--- src/dsc_map.svh ---
// dsc_map.svh: register offsets, field positions, reset values and counts
// assumes inclusion by the control block and its table memory
`ifndef DSC_MAP_SVH
`define DSC_MAP_SVH

`define DSC_OFS_CTRL0        8'h80
`define DSC_OFS_ROW1         8'h81
`define DSC_OFS_ROW2         8'h82
`define DSC_OFS_DIRECT1      8'h83
`define DSC_OFS_DIRECT2      8'h84
`define DSC_OFS_SRC_RANGE    8'h85
`define DSC_OFS_WREN         8'h86
`define DSC_OFS_RESULT       8'h87
`define DSC_TABLE1_BASE      8'h90
`define DSC_TABLE2_BASE      8'hd0
`define DSC_TABLE_END        8'hff

// control register 0 fields
`define DSC_C0_REF_SEL       0
`define DSC_C0_IN_SEL        1
`define DSC_C0_FILT_OFF      2
`define DSC_C0_DIR1          3
`define DSC_C0_DIR2          4
`define DSC_C0_VOL_SEL       5

// source and range register fields
`define DSC_SR_RANGE1_LSB    0
`define DSC_SR_RANGE2_LSB    2
`define DSC_SR_TAB1_DIRECT   4
`define DSC_SR_DAC1_DIRECT   5
`define DSC_SR_TAB2_DIRECT   6
`define DSC_SR_DAC2_DIRECT   7

`define DSC_WEL_BIT          7
`define DSC_WEL_SET_VALUE    8'h80
`define DSC_WEL_CLR_VALUE    8'h00
`define DSC_RESET_BYTE       8'h00
// earlier agreeing conversions needed, so the fourth in a row qualifies
`define DSC_FILTER_COUNT     2'd2

`endif

--- src/dsc_pkg.sv ---
// dsc_pkg.sv: types shared by the sensor conditioner control logic
// assumes nothing beyond a systemverilog compiler
package dsc_pkg;
	typedef enum logic [2:0] {
		DSC_ST_WAIT_ADC = 3'b001,
		DSC_ST_QUALIFY  = 3'b010,
		DSC_ST_RUN      = 3'b100
	} dsc_state_t;

	typedef enum logic [1:0] {
		DSC_RANGE_EXTERNAL = 2'h0,
		DSC_RANGE_LOW      = 2'h1,
		DSC_RANGE_MID      = 2'h2,
		DSC_RANGE_HIGH     = 2'h3
	} dsc_range_t;
endpackage

--- src/dsc_tab_if.sv ---
// dsc_tab_if.sv: port bundle between control logic and the table memory
// assumes one clock shared by both ends
interface dsc_tab_if;
	logic       wr_en;
	logic [7:0] wr_addr;
	logic [7:0] wr_data;
	logic [5:0] rd_row1;
	logic [5:0] rd_row2;
	logic [7:0] rd_data1;
	logic [7:0] rd_data2;

	modport ctrl (output wr_en, wr_addr, wr_data, rd_row1, rd_row2, input rd_data1, rd_data2);
	modport mem  (input wr_en, wr_addr, wr_data, rd_row1, rd_row2, output rd_data1, rd_data2);
endinterface

--- src/dsc_tables.sv ---
// dsc_tables.sv: the two 64-row look-up tables, registered read data
// assumes byte addresses from the serial slave, tables at fixed bases
`include "dsc_map.svh"

module dsc_tables (
	// clock
	input  wire logic i_core_clk,
	// table port
	dsc_tab_if.mem    tab
);
	logic [7:0] table_one [0:63];
	logic [7:0] table_two [0:63];
	wire        in_two = tab.wr_addr >= `DSC_TABLE2_BASE;
	wire  [7:0] wr_off = tab.wr_addr - (in_two ? `DSC_TABLE2_BASE : `DSC_TABLE1_BASE);

	// no reset on the array: contents are programmed, not defaulted
	always_ff @(posedge i_core_clk) begin
		if (tab.wr_en && !in_two)
			table_one[wr_off[5:0]] <= tab.wr_data;
		if (tab.wr_en && in_two)
			table_two[wr_off[5:0]] <= tab.wr_data;
		tab.rd_data1 <= table_one[tab.rd_row1];
		tab.rd_data2 <= table_two[tab.rd_row2];
	end
endmodule // dsc_tables

--- src/dsc_ctrl.sv ---
// dsc_ctrl.sv: converter source select, range, write latch and adc result
// assumes a serial slave front end delivering byte writes and reads,
// and an adc delivering one result pulse per conversion
//
// Contract
// - direct byte two at 84h, volatility flag
// - dac2 direct bit seven picks direct byte
// - output one range code drives range
// - output two range code same decode
// - table one row: adc or field
// - table two row: adc or field
// - dac1 input: table row or register 3
// - dac2 input: table row or register 4
// - writes refused and nacked while latch clear
// - latch resets clear, 80h sets, 00h clears
// - latch write leaves other bits alone
// - result read-only; top six bits address tables
// - result is eight bit binary
// - filter needs four matching conversions
// - reference select bit, internal default
// - input select bit, sensor default
// - row address is base plus row
// - converters hold 00h until first qualified result; a dac in direct mode drives its direct byte at once
`include "dsc_map.svh"

module dsc_ctrl (
	// clock and reset
	input  wire logic       i_core_clk,
	input  wire logic       i_rst,
	// register access from the serial slave
	input  wire logic       i_wr_stb,
	input  wire logic       i_rd_stb,
	input  wire logic [7:0] i_addr,
	input  wire logic [7:0] i_wdata,
	output logic      [7:0] o_rdata,
	output logic            o_wr_ack,
	output logic            o_wr_nack,
	// adc conversions
	input  wire logic       i_adc_done,
	input  wire logic [7:0] i_adc_code,
	// analog controls
	output logic      [7:0] o_dac1_code,
	output logic      [7:0] o_dac2_code,
	output logic      [1:0] o_output1_range_code,
	output logic      [1:0] o_output2_range_code,
	output logic            o_output1_direction_select,
	output logic            o_output2_direction_select,
	output logic            o_reference_select,
	output logic            o_reference_drive,
	output logic            o_converter_input_select,
	output logic            o_direct_regs_volatility_select
);
	dsc_tab_if tab ();

	dsc_tables u_tables (
		.i_core_clk (i_core_clk),
		.tab        (tab)
	);

	logic [7:0]          control0;
	logic [5:0]          table1_row_field;
	logic [5:0]          table2_row_field;
	logic [7:0]          dac1_direct_value;
	logic [7:0]          dac2_direct_value;
	logic [7:0]          output_source_and_range;
	logic                write_enable_latch;
	logic [7:0]          converter_result;
	logic [7:0]          last_code;
	logic [1:0]          match_count;
	logic                rows_ready;
	dsc_pkg::dsc_state_t state;
	dsc_pkg::dsc_state_t next_state;

	function automatic logic [5:0] row_of(input logic sel, input logic [5:0] field,
		input logic [7:0] result);
		row_of = sel ? field : result[7:2];
	endfunction

	function automatic logic [7:0] dac_of(input logic sel, input logic [7:0] direct,
		input logic [7:0] row_byte);
		dac_of = sel ? direct : row_byte;
	endfunction

	// decode
	wire wr_hit       = i_wr_stb && write_enable_latch;
	wire wel_access   = i_wr_stb && i_addr == `DSC_OFS_WREN;
	wire wel_legal    = i_wdata == `DSC_WEL_SET_VALUE || i_wdata == `DSC_WEL_CLR_VALUE;
	wire table_write  = wr_hit && i_addr >= `DSC_TABLE1_BASE;
	wire regs_write   = wr_hit && i_addr >= `DSC_OFS_CTRL0 && i_addr <= `DSC_OFS_SRC_RANGE;
	wire write_taken  = regs_write || table_write || (wel_access && wel_legal);
	wire tab1_direct  = output_source_and_range[`DSC_SR_TAB1_DIRECT];
	wire tab2_direct  = output_source_and_range[`DSC_SR_TAB2_DIRECT];
	wire dac1_direct  = output_source_and_range[`DSC_SR_DAC1_DIRECT];
	wire dac2_direct  = output_source_and_range[`DSC_SR_DAC2_DIRECT];
	wire filter_off   = control0[`DSC_C0_FILT_OFF];
	wire top_match    = i_adc_code[7:2] == last_code[7:2] &&
		state != dsc_pkg::DSC_ST_WAIT_ADC; // no predecessor to agree with after reset
	wire qualified    = i_adc_done && (filter_off || (top_match &&
		match_count == `DSC_FILTER_COUNT));
	wire table_valid  = rows_ready;
	wire [7:0] next_dac1 = dac_of(dac1_direct, dac1_direct_value, tab.rd_data1);
	wire [7:0] next_dac2 = dac_of(dac2_direct, dac2_direct_value, tab.rd_data2);

	// table port
	assign tab.wr_en   = table_write;
	assign tab.wr_addr = i_addr;
	assign tab.wr_data = i_wdata;
	assign tab.rd_row1 = row_of(tab1_direct, table1_row_field, converter_result);
	assign tab.rd_row2 = row_of(tab2_direct, table2_row_field, converter_result);

	// read mux, reserved bits read as zero
	logic [7:0] next_rdata;
	always_comb begin
		next_rdata = `DSC_RESET_BYTE;
		unique case (i_addr)
			`DSC_OFS_CTRL0:     next_rdata = control0;
			`DSC_OFS_ROW1:      next_rdata = {2'h0, table1_row_field};
			`DSC_OFS_ROW2:      next_rdata = {2'h0, table2_row_field};
			`DSC_OFS_DIRECT1:   next_rdata = dac1_direct_value;
			`DSC_OFS_DIRECT2:   next_rdata = dac2_direct_value;
			`DSC_OFS_SRC_RANGE: next_rdata = output_source_and_range;
			`DSC_OFS_WREN:      next_rdata = {write_enable_latch, 7'h00};
			`DSC_OFS_RESULT:    next_rdata = converter_result;
			default:            next_rdata = `DSC_RESET_BYTE;
		endcase
	end

	// first qualified result releases the converters
	always_comb begin
		next_state = state;
		unique case (state)
			dsc_pkg::DSC_ST_WAIT_ADC: if (i_adc_done) next_state = dsc_pkg::DSC_ST_QUALIFY;
			dsc_pkg::DSC_ST_QUALIFY:  if (qualified) next_state = dsc_pkg::DSC_ST_RUN;
			dsc_pkg::DSC_ST_RUN:      next_state = dsc_pkg::DSC_ST_RUN;
			default:                  next_state = dsc_pkg::DSC_ST_WAIT_ADC;
		endcase
	end

	always_ff @(posedge i_core_clk or posedge i_rst) begin
		if (i_rst)
			state <= dsc_pkg::DSC_ST_WAIT_ADC;
		else
			state <= (i_adc_done && filter_off) ? dsc_pkg::DSC_ST_RUN : next_state;
	end

	// rows lag the result by the table read register, so release one cycle late
	always_ff @(posedge i_core_clk or posedge i_rst) begin
		if (i_rst)
			rows_ready <= 1'b0;
		else
			rows_ready <= state == dsc_pkg::DSC_ST_RUN;
	end

	// the latch is only written by the two legal patterns; anything else is ignored
	always_ff @(posedge i_core_clk or posedge i_rst) begin
		if (i_rst)
			write_enable_latch <= 1'b0;
		else if (wel_access && wel_legal)
			write_enable_latch <= i_wdata[`DSC_WEL_BIT];
	end

	always_ff @(posedge i_core_clk or posedge i_rst) begin
		if (i_rst) begin
			control0                <= `DSC_RESET_BYTE;
			table1_row_field        <= 6'h00;
			table2_row_field        <= 6'h00;
			dac1_direct_value       <= `DSC_RESET_BYTE;
			dac2_direct_value       <= `DSC_RESET_BYTE;
			output_source_and_range <= `DSC_RESET_BYTE;
		end else if (regs_write) begin
			unique case (i_addr)
				`DSC_OFS_CTRL0:     control0 <= i_wdata;
				`DSC_OFS_ROW1:      table1_row_field <= i_wdata[5:0];
				`DSC_OFS_ROW2:      table2_row_field <= i_wdata[5:0];
				`DSC_OFS_DIRECT1:   dac1_direct_value <= i_wdata;
				`DSC_OFS_DIRECT2:   dac2_direct_value <= i_wdata;
				`DSC_OFS_SRC_RANGE: output_source_and_range <= i_wdata;
				default:            control0 <= control0;
			endcase
		end
	end

	// adc filter: counts agreeing conversions at the top six bits
	always_ff @(posedge i_core_clk or posedge i_rst) begin
		if (i_rst) begin
			last_code        <= `DSC_RESET_BYTE;
			match_count      <= 2'd0;
			converter_result <= `DSC_RESET_BYTE;
		end else if (i_adc_done) begin
			last_code   <= i_adc_code;
			match_count <= (top_match && match_count != `DSC_FILTER_COUNT) ?
				match_count + 2'd1 : (top_match ? match_count : 2'd0);
			if (qualified)
				converter_result <= i_adc_code;
		end
	end

	// outputs
	always_ff @(posedge i_core_clk or posedge i_rst) begin
		if (i_rst) begin
			o_rdata                         <= `DSC_RESET_BYTE;
			o_wr_ack                        <= 1'b0;
			o_wr_nack                       <= 1'b0;
			o_dac1_code                     <= `DSC_RESET_BYTE;
			o_dac2_code                     <= `DSC_RESET_BYTE;
			o_output1_range_code            <= 2'h0;
			o_output2_range_code            <= 2'h0;
			o_output1_direction_select      <= 1'b0;
			o_output2_direction_select      <= 1'b0;
			o_reference_select              <= 1'b0;
			o_reference_drive               <= 1'b1;
			o_converter_input_select        <= 1'b0;
			o_direct_regs_volatility_select <= 1'b0;
		end else begin
			if (i_rd_stb)
				o_rdata <= next_rdata;
			o_wr_ack   <= i_wr_stb && write_taken;
			o_wr_nack  <= i_wr_stb && !write_taken;
			// table read data lag one cycle, so the row becomes valid a cycle after run
			o_dac1_code <= table_valid || dac1_direct ? next_dac1 : `DSC_RESET_BYTE;
			o_dac2_code <= table_valid || dac2_direct ? next_dac2 : `DSC_RESET_BYTE;
			o_output1_range_code <= output_source_and_range[`DSC_SR_RANGE1_LSB +: 2];
			o_output2_range_code <= output_source_and_range[`DSC_SR_RANGE2_LSB +: 2];
			o_output1_direction_select      <= control0[`DSC_C0_DIR1];
			o_output2_direction_select      <= control0[`DSC_C0_DIR2];
			o_reference_select              <= control0[`DSC_C0_REF_SEL];
			o_reference_drive               <= !control0[`DSC_C0_REF_SEL];
			o_converter_input_select        <= control0[`DSC_C0_IN_SEL];
			o_direct_regs_volatility_select <= control0[`DSC_C0_VOL_SEL];
		end
	end

	a_nack_no_latch: assert property (@(posedge i_core_clk) disable iff (i_rst)
		(i_wr_stb && !write_enable_latch && i_addr != `DSC_OFS_WREN) |=> o_wr_nack)
		else $error("write without latch was not refused");

	a_latch_sets: assert property (@(posedge i_core_clk) disable iff (i_rst)
		(i_wr_stb && i_addr == `DSC_OFS_WREN && i_wdata == `DSC_WEL_SET_VALUE)
		|=> write_enable_latch)
		else $error("latch did not set");

	a_latch_holds: assert property (@(posedge i_core_clk) disable iff (i_rst)
		!(i_wr_stb && i_addr == `DSC_OFS_WREN) |=> $stable(write_enable_latch))
		else $error("latch changed without a write");

	a_dac_held_zero: assert property (@(posedge i_core_clk) disable iff (i_rst)
		(state == dsc_pkg::DSC_ST_WAIT_ADC && !dac1_direct) |=> o_dac1_code == 8'h00)
		else $error("dac1 left zero before qualified result");

	a_dac2_direct: assert property (@(posedge i_core_clk) disable iff (i_rst)
		dac2_direct |=> o_dac2_code == $past(dac2_direct_value))
		else $error("dac2 did not follow its direct byte");

	a_dac1_direct: assert property (@(posedge i_core_clk) disable iff (i_rst)
		dac1_direct |=> o_dac1_code == $past(dac1_direct_value))
		else $error("dac1 did not follow its direct byte");

	a_row1_source: assert property (@(posedge i_core_clk) disable iff (i_rst)
		tab.rd_row1 == (tab1_direct ? table1_row_field : converter_result[7:2]))
		else $error("table one row source wrong");

	a_filter_hold: assert property (@(posedge i_core_clk) disable iff (i_rst)
		(i_adc_done && !filter_off && !top_match) |=> $stable(converter_result))
		else $error("result updated on mismatching conversion");

	a_filter_off: assert property (@(posedge i_core_clk) disable iff (i_rst)
		(i_adc_done && filter_off) |=> converter_result == $past(i_adc_code))
		else $error("unfiltered result not taken");

	a_range_follow: assert property (@(posedge i_core_clk) disable iff (i_rst)
		##1 o_output1_range_code == $past(output_source_and_range[1:0]))
		else $error("range code not applied");

	a_row2_source: assert property (@(posedge i_core_clk) disable iff (i_rst)
		tab.rd_row2 == (tab2_direct ? table2_row_field : converter_result[7:2]))
		else $error("table two row source wrong");

	a_range2_follow: assert property (@(posedge i_core_clk) disable iff (i_rst)
		##1 o_output2_range_code == $past(output_source_and_range[3:2]))
		else $error("range two code not applied");

	a_ref_drive: assert property (@(posedge i_core_clk) disable iff (i_rst)
		##1 o_reference_drive != $past(control0[`DSC_C0_REF_SEL]))
		else $error("reference drive not opposite to select");

	a_input_select: assert property (@(posedge i_core_clk) disable iff (i_rst)
		##1 o_converter_input_select == $past(control0[`DSC_C0_IN_SEL]))
		else $error("input select not applied");

	a_volatility_flag: assert property (@(posedge i_core_clk) disable iff (i_rst)
		##1 o_direct_regs_volatility_select == $past(control0[`DSC_C0_VOL_SEL]))
		else $error("volatility flag not applied");

	a_result_readonly: assert property (@(posedge i_core_clk) disable iff (i_rst)
		(i_wr_stb && i_addr == `DSC_OFS_RESULT) |=> o_wr_nack)
		else $error("write to result register not refused");

	a_latch_clears: assert property (@(posedge i_core_clk) disable iff (i_rst)
		(i_wr_stb && i_addr == `DSC_OFS_WREN && i_wdata == `DSC_WEL_CLR_VALUE)
		|=> !write_enable_latch)
		else $error("latch did not clear");

	a_locked_regs: assert property (@(posedge i_core_clk) disable iff (i_rst)
		(i_wr_stb && !write_enable_latch) |=> ($stable(output_source_and_range) &&
		$stable(dac2_direct_value)))
		else $error("register changed while latch clear");

	a_dac2_held_zero: assert property (@(posedge i_core_clk) disable iff (i_rst)
		(state == dsc_pkg::DSC_ST_WAIT_ADC && !dac2_direct) |=> o_dac2_code == 8'h00)
		else $error("dac2 left zero before qualified result");

	a_filter_fourth: assert property (@(posedge i_core_clk) disable iff (i_rst)
		(i_adc_done && !filter_off && top_match && match_count == 2'd2)
		|=> converter_result == $past(i_adc_code))
		else $error("fourth agreeing conversion not taken");
endmodule // dsc_ctrl

--- config.mk ---
export PLATFORM = sky130hd
export DESIGN_NAME = dsc_ctrl
export DESIGN_NICKNAME = d
export VERILOG_FILES = /design/src/dsc_pkg.sv /design/src/dsc_tab_if.sv /design/src/dsc_tables.sv /design/src/dsc_ctrl.sv
export VERILOG_INCLUDE_DIRS = /design/src
export SDC_FILE = /design/constraint.sdc
export NUM_CORES = 2
export LEC_CHECK = 0
export ABC_AREA = 1
export BUFFER_PORTS_ARGS = -buffer_cell sky130_fd_sc_hd__buf_2
export CORE_MARGIN = 1.5
export CORE_UTILIZATION = 65
export CTS_BUF_LIST = sky130_fd_sc_hd__clkbuf_8
export DETAILED_ROUTE_END_ITERATION = 8
export MAX_ROUTING_LAYER = met4
export PLACE_DENSITY = 0.8
export SLEW_MARGIN = 30
export SYNTH_ARGS = -nofsm -noshare
export SYNTH_HDL_FRONTEND = slang
export SYNTH_HIERARCHICAL = 1
export SYNTH_SLANG_ARGS = --single-unit
--- constraint.sdc ---
create_clock -name i_core_clk -period 6 [get_ports i_core_clk]
set_clock_uncertainty 0.05 [all_clocks]
set_input_delay 1.2 -clock i_core_clk [delete_from_list [all_inputs] [get_ports i_core_clk]]
set_output_delay 1.2 -clock i_core_clk [all_outputs]
set_load 0.01 [all_outputs]
; ---- Word level (Yosys, flattened, before mapping)
; Memories as Yosys holds them, arrays and structs flattened. A register that Yosys moved wholly into a read port is not among the register bits.
; Cells that the tools add are included.
[totals]
elab_cells = 103
output_inout_bits = 36
mem_bits_rw = 1024
regBits = 103
in_bits = 29
memories = 2
[classes]
muxes = 17
n_reduce_logical = 34
magnitude_cmp = 4
n_eq_ne = 19
addsub = 2
[memory_table]
columns = name, words, word_bits, rd, rd_ports_with_merged_regs, wr, line
row1 = u_tables.table_one, 64, 8, 1, 1, 1, dsc_tables.sv:11  ; logic [7:0] table_one [0:63];
row2 = u_tables.table_two, 64, 8, 1, 1, 1, dsc_tables.sv:12  ; logic [7:0] table_two [0:63];
[op_table]
columns = operator, count
row1 = "8-bit == test, second input constant", 9
row2 = 8-bit case mux with 8 select lines, 1
row3 = 8-bit 2-to-1 mux, 4
row4 = "8-bit >= comparator, second input constant", 3
row5 = 2-bit AND reduction, 9
row6 = 1-bit logical AND, 15
row7 = 6-bit 2-to-1 mux, 2
row8 = 3-bit 2-to-1 mux, 3
row9 = 3-bit case mux with 3 select lines, 1
row10 = "8-bit <= comparator, second input constant", 1
row11 = 8-bit zero test, 1
row12 = 6-bit == test, 1
row13 = 1-bit logical OR, 6
row14 = "3-bit != test, second input constant", 2
row15 = "6-bit subtractor, second input constant", 1
row16 = 1-bit 2-to-1 mux, 4
row17 = 2-bit 2-to-1 mux, 2
row18 = "3-bit by 1-bit == test with 1-bit output, second input constant", 1
row19 = "3-bit by 2-bit == test with 1-bit output, second input constant", 1
row20 = "3-bit == test, second input constant", 1
row21 = 1-bit zero test, 3
row22 = "3-bit by 1-bit != test with 1-bit output, second input constant", 1
row23 = "2-bit by 1-bit adder with 2-bit output, second input constant", 1
row24 = "2-bit == test, second input constant", 1
row25 = 2 further kinds, 2

; ---- Logic depth before layout (Yosys ltp)
[logic_depth]
word_depth = 8
ltp_mapped = 15
depth_no_buf = 11

; ---- Hierarchy
; Netlist, hierarchy kept.
[modules_own_cells]
columns = mod, instances, cells_each, seq_area_each_um2, area_each_um2
row1 = dsc_tables, 1, 3637, 31069.8, 42608.4
row2 = dsc_ctrl, 1, 569, 2529.9, 4693.3

; ---- Least setup slack after synthesis
; No wires, ideal clock.
[synth_path]
path_type = input to register
startpoint = input i_addr[6]
endpoint = memory u_tables.table_one[59][0] (enable)
n_path_buf = 1
setup_slack_ns = 3.090
t_required_ns = 5.567
arrival_time_ns = 2.477
cell_stages = 7
setup_time_ns = 0.383
path_cell_list = nor2_1 -> nand2_1 -> inv_1 -> nor2_1 -> o21ai_2 -> buf_2 -> nor3_1
[synth_via]
elab_chain_len = 5
elab_cells_between_ends = 7
classes_between = 2 x order compare / 2 x mux / 3 x reduce/logical
[synth_lines]
columns = element, line
row1 = from (decl), dsc_ctrl.sv:33  ; input wire logic [7:0] i_addr,
row2 = 8-bit >= comparator (no line), --
row3 = 1-bit logical AND (no line), --
row4 = via tab.wr_en, dsc_tab_if.sv:4  ; logic wr_en;
row5 = 1-bit logical AND, dsc_tables.sv:18  ; if (tab.wr_en && !in_two)
row6 = 1-bit 2-to-1 mux, dsc_tables.sv:18
row7 = 1-bit 2-to-1 mux (not written as such), dsc_tables.sv:19  ; table_one[wr_off[5:0]] <= tab.wr_data;
row8 = to (decl), dsc_tables.sv:11
; The timed path passes the listed nets, and every way through them passes these cells.

; ---- Final worst setup path
[layout_path]
startpoint = register output_source_and_range[6]
endpoint = register u_tables.tab.rd_data2[0], read port of u_tables.table_two
[layout_via]
elab_chain_len = 1
[layout_lines]
columns = element, line
row1 = from (decl), dsc_ctrl.sv:65  ; logic [7:0] output_source_and_range;
row2 = from (signal assigned), dsc_ctrl.sv:169  ; output_source_and_range <= `DSC_RESET_BYTE;
row3 = from (signal assigned), dsc_ctrl.sv:177  ; `DSC_OFS_SRC_RANGE: output_source_and_range <= i_wdata;
row4 = 6-bit 2-to-1 mux, dsc_ctrl.sv:76  ; row_of = sel ? field : result[7:2];
row5 = via tab.rd_row2[0], dsc_tab_if.sv:8  ; logic [5:0] rd_row2;
row6 = to (decl), dsc_tab_if.sv:13  ; modport mem (input wr_en, wr_addr, wr_data, rd_row1, rd_row2, output rd_data1, rd_data2);
; The timed path passes the listed nets, and every way through them passes these cells.
; A chain may end at the register's enable or synchronous reset.

==> results.cfg <==
[worst_setup_path]
worstPathCellList = nand2_1 -> o21ai_4 -> buf_4 -> buf_12 -> nand2_1 -> nand3_1 -> nand3_1 -> nand2_1 -> nand2_1 -> nand3_1 -> nand3_1 -> nand2_1
path_class = reg2reg
path_max_fanout = 192
cp.arrival_ps = 4380
cp-start-kind = register
cp_slowest_stage_delay_ps = 750
crit_top_cell = nand2_1
crit_path_end_kind = register
cp_slowest_cell = dfrtp_1
cp.required_ps = 6690

[global_route]
grt_pass1_wl_mm = 179
grt_max_degree = 193
grt_pass1_vias = 32000
grt_overflow = 0
grt_util_all_layers_pct = 33.0
antenna_found_initial = 1

[synth]
syn_avg_cell_area_um2 = 11.2
ys.flop_type = edfxtp_1
synth-edff-count = 1024
syn_area_um2 = 47300
yosys.area.top_type = edfxtp_1
synth_warnings = 6
ys_ff_latch = 1141
netlist_instances = 4206
ys_top_cells_by_count = nand2_1, edfxtp_1, nand3_1, nor2_1, buf_2
synth-seq-area-share_pct = 71.0
yosysMostFrequentCell = nand2_1
synth_area_leaders = edfxtp_1, nand2_1, nand3_1, dfrtp_1, buf_2
synth_async_sr_flop_share_pct = 8.85
synth_cell_type_count = 35
synth.top_cell.area_share_pct = 65.0

[timing]
max_freq_ghz = 0.271
post-route-period-util_pct = 61.5
grt_setup_unrepaired = no
tns_ps = 0
slew_violations = 0
final-setup-viol-count = 0
finalHoldViolCount = 0
setup_ws_ps = 2310
relSlewSlack_pct = 30.9
fin_crit_ps = 3690
tightestPinTransition_ps = 1030

[floorplan]
die_y_um = 273
fp.dieW_um = 273
num_rows = 98
coreArea_um2 = 71700
die-area_um2 = 74400
start_util_pct = 65.9
io_pins = 65

[worst_hold_path]
hold_class = in2async

[pwr]
power_density_nw_per_um2 = 318
p_leak_nw = 19.8
vdd_drop_max_mv = 0.294

[clock_network]
holdBufCountCts = 0
clkSlewWorstSetupHoldPaths_ps = 60
htree_num_levels = 4
numCtsBuffers = 175
cts_buffer_depth = 3
cts_tree = done
cts_root_buf = clkbuf_8
clkSinkCount = 1141
post_cts_buffers = 0
post_cts_resized = 0
clk_latency_ps = 810

[cells_and_area]
syn_to_final_growth_pct = 9.09
fin_util_pct = 71.9
seq_area_um2 = 33600
multiInputGateArea_um2 = 12400
num-fill-cells = 4759
drive_above_1_share_pct = 8.97
final_nets = 4404
fin_area_um2 = 51600

[route]
drtIter0Drc = 4767
wl_met3_mm = 12.2
met2WireLength_mm = 56.9
drtAntennaViolNets = 0
highest_layer = met4
wl_per_cell_um = 21.7
route.detailed.drc = 0
wirelength_mm = 119
wl_met1_mm = 43.9
dr.pass1.iters = 9
via_per_inst = 6.04
num_vias = 33000

[run_status]
outcome = complete, no violations

[placement]
place_hpwl_mm = 70.2
placed_area_um2 = 48300
place_congestion = 0.969
pre_cts_slack_ps = 2130
io_buffers = 64

[job]
maxCapViolCount = 0
-- cell usage in the layout, fill, tap and decap left out, types with 15 or more instances in the layout --
cell type  netlist  final
a21oi_1         34     34
nand2_1       1496   1495
dfrtp_1         99     99
clkinv_2         0     15
inv_1           90    155
edfxtp_1      1024   1024
buf_2          109     56
buf_4           43     49
clkbuf_8         0    187
nor2_1         130    119
dfxtp_1         16     16
nor3_2           7     23
nand3_1        909    909
clkinv_1         0     30
o21ai_0         71     61
conb_1           1    128
-- worst max-delay path: cells and delay by family, from the launching register on --
| family | cells | cell delay, ps |
|---|---|---|
| AOI/OAI and AO/OA | 1 | 130 |
| buffers and inverters | 2 | 1220 |
| DFF | 1 | 750 |
| and+or+nand+nor | 9 | 1310 |
-- power breakdown --
part	switching (W)	internal, W	leakage (nW)
sequential	0.0000859	0.00882	10.6
combinational	0.00120	0.000414	7.31
clock	0.00293	0.00296	1.88
total	0.00421	0.0122	19.8
-- cell type report --
| type | count | share of cell area (%) |
|---|---|---|
| Timing Repair Buffer | 114 | 1.59 |
| Clock inverter | 130 | 1.21 |
| Antenna cell | 2 | 0.00970 |
| Inverter | 97 | 0.754 |
| Tap cell | 950 | 2.30 |
| Clock buffer | 187 | 4.99 |
| Sequential cell | 1141 | 65.1 |
| Multi-Input combinational cell | 2845 | 24.0 |
-- logic make-up after synthesis --
family,after synthesis,share of synthesized area [%]
other cells,1,0.00793
compound gates,122,1.32
fa+ha+maj,1,0.0264
flops,1141,71.0
xor+xnor,2,0.0370
simple gates,2592,23.4
buf+inv,347,4.16
-- metrics by stage --
stage | hold WS [ps] | power [W] | std cells
floorplan | 304 | 0.0101 | 4333
global placement | 310 | 0.0106 | 5145
detailed placement | 318 | 0.0106 | 5147
CTS | 231 | 0.0164 | 5464
global route | 269 | 0.0169 | 5465
finish | 276 | 0.0164 | 5466
-- layer usage --
layer  global-route usage [%]  up-vias
li1                         -    14800
met1                     42.3    15800
met2                     50.6     2113
met3                     5.87      352
met4                     18.1        0
met5                        -        -
-- worst paths after layout --
check	startpoint	cells after the start	slack, ps	endpoint
worst max-delay path	output_source_and_range[6]	12	2310	u_tables/tab.rd_data2[0]
worst min-delay path	i_rst	2	280	last_code[3]
worst max register to register	output_source_and_range[6]	12	2310	u_tables/tab.rd_data2[0]
worst min register to register	control0[1]	0	330	o_converter_input_select
max in group asynchronous	i_rst	3	4600	o_dac1_code[0]
min in group i_core_clk	control0[1]	0	330	o_converter_input_select
No activity file was read; power rests on OpenSTA's default activity.
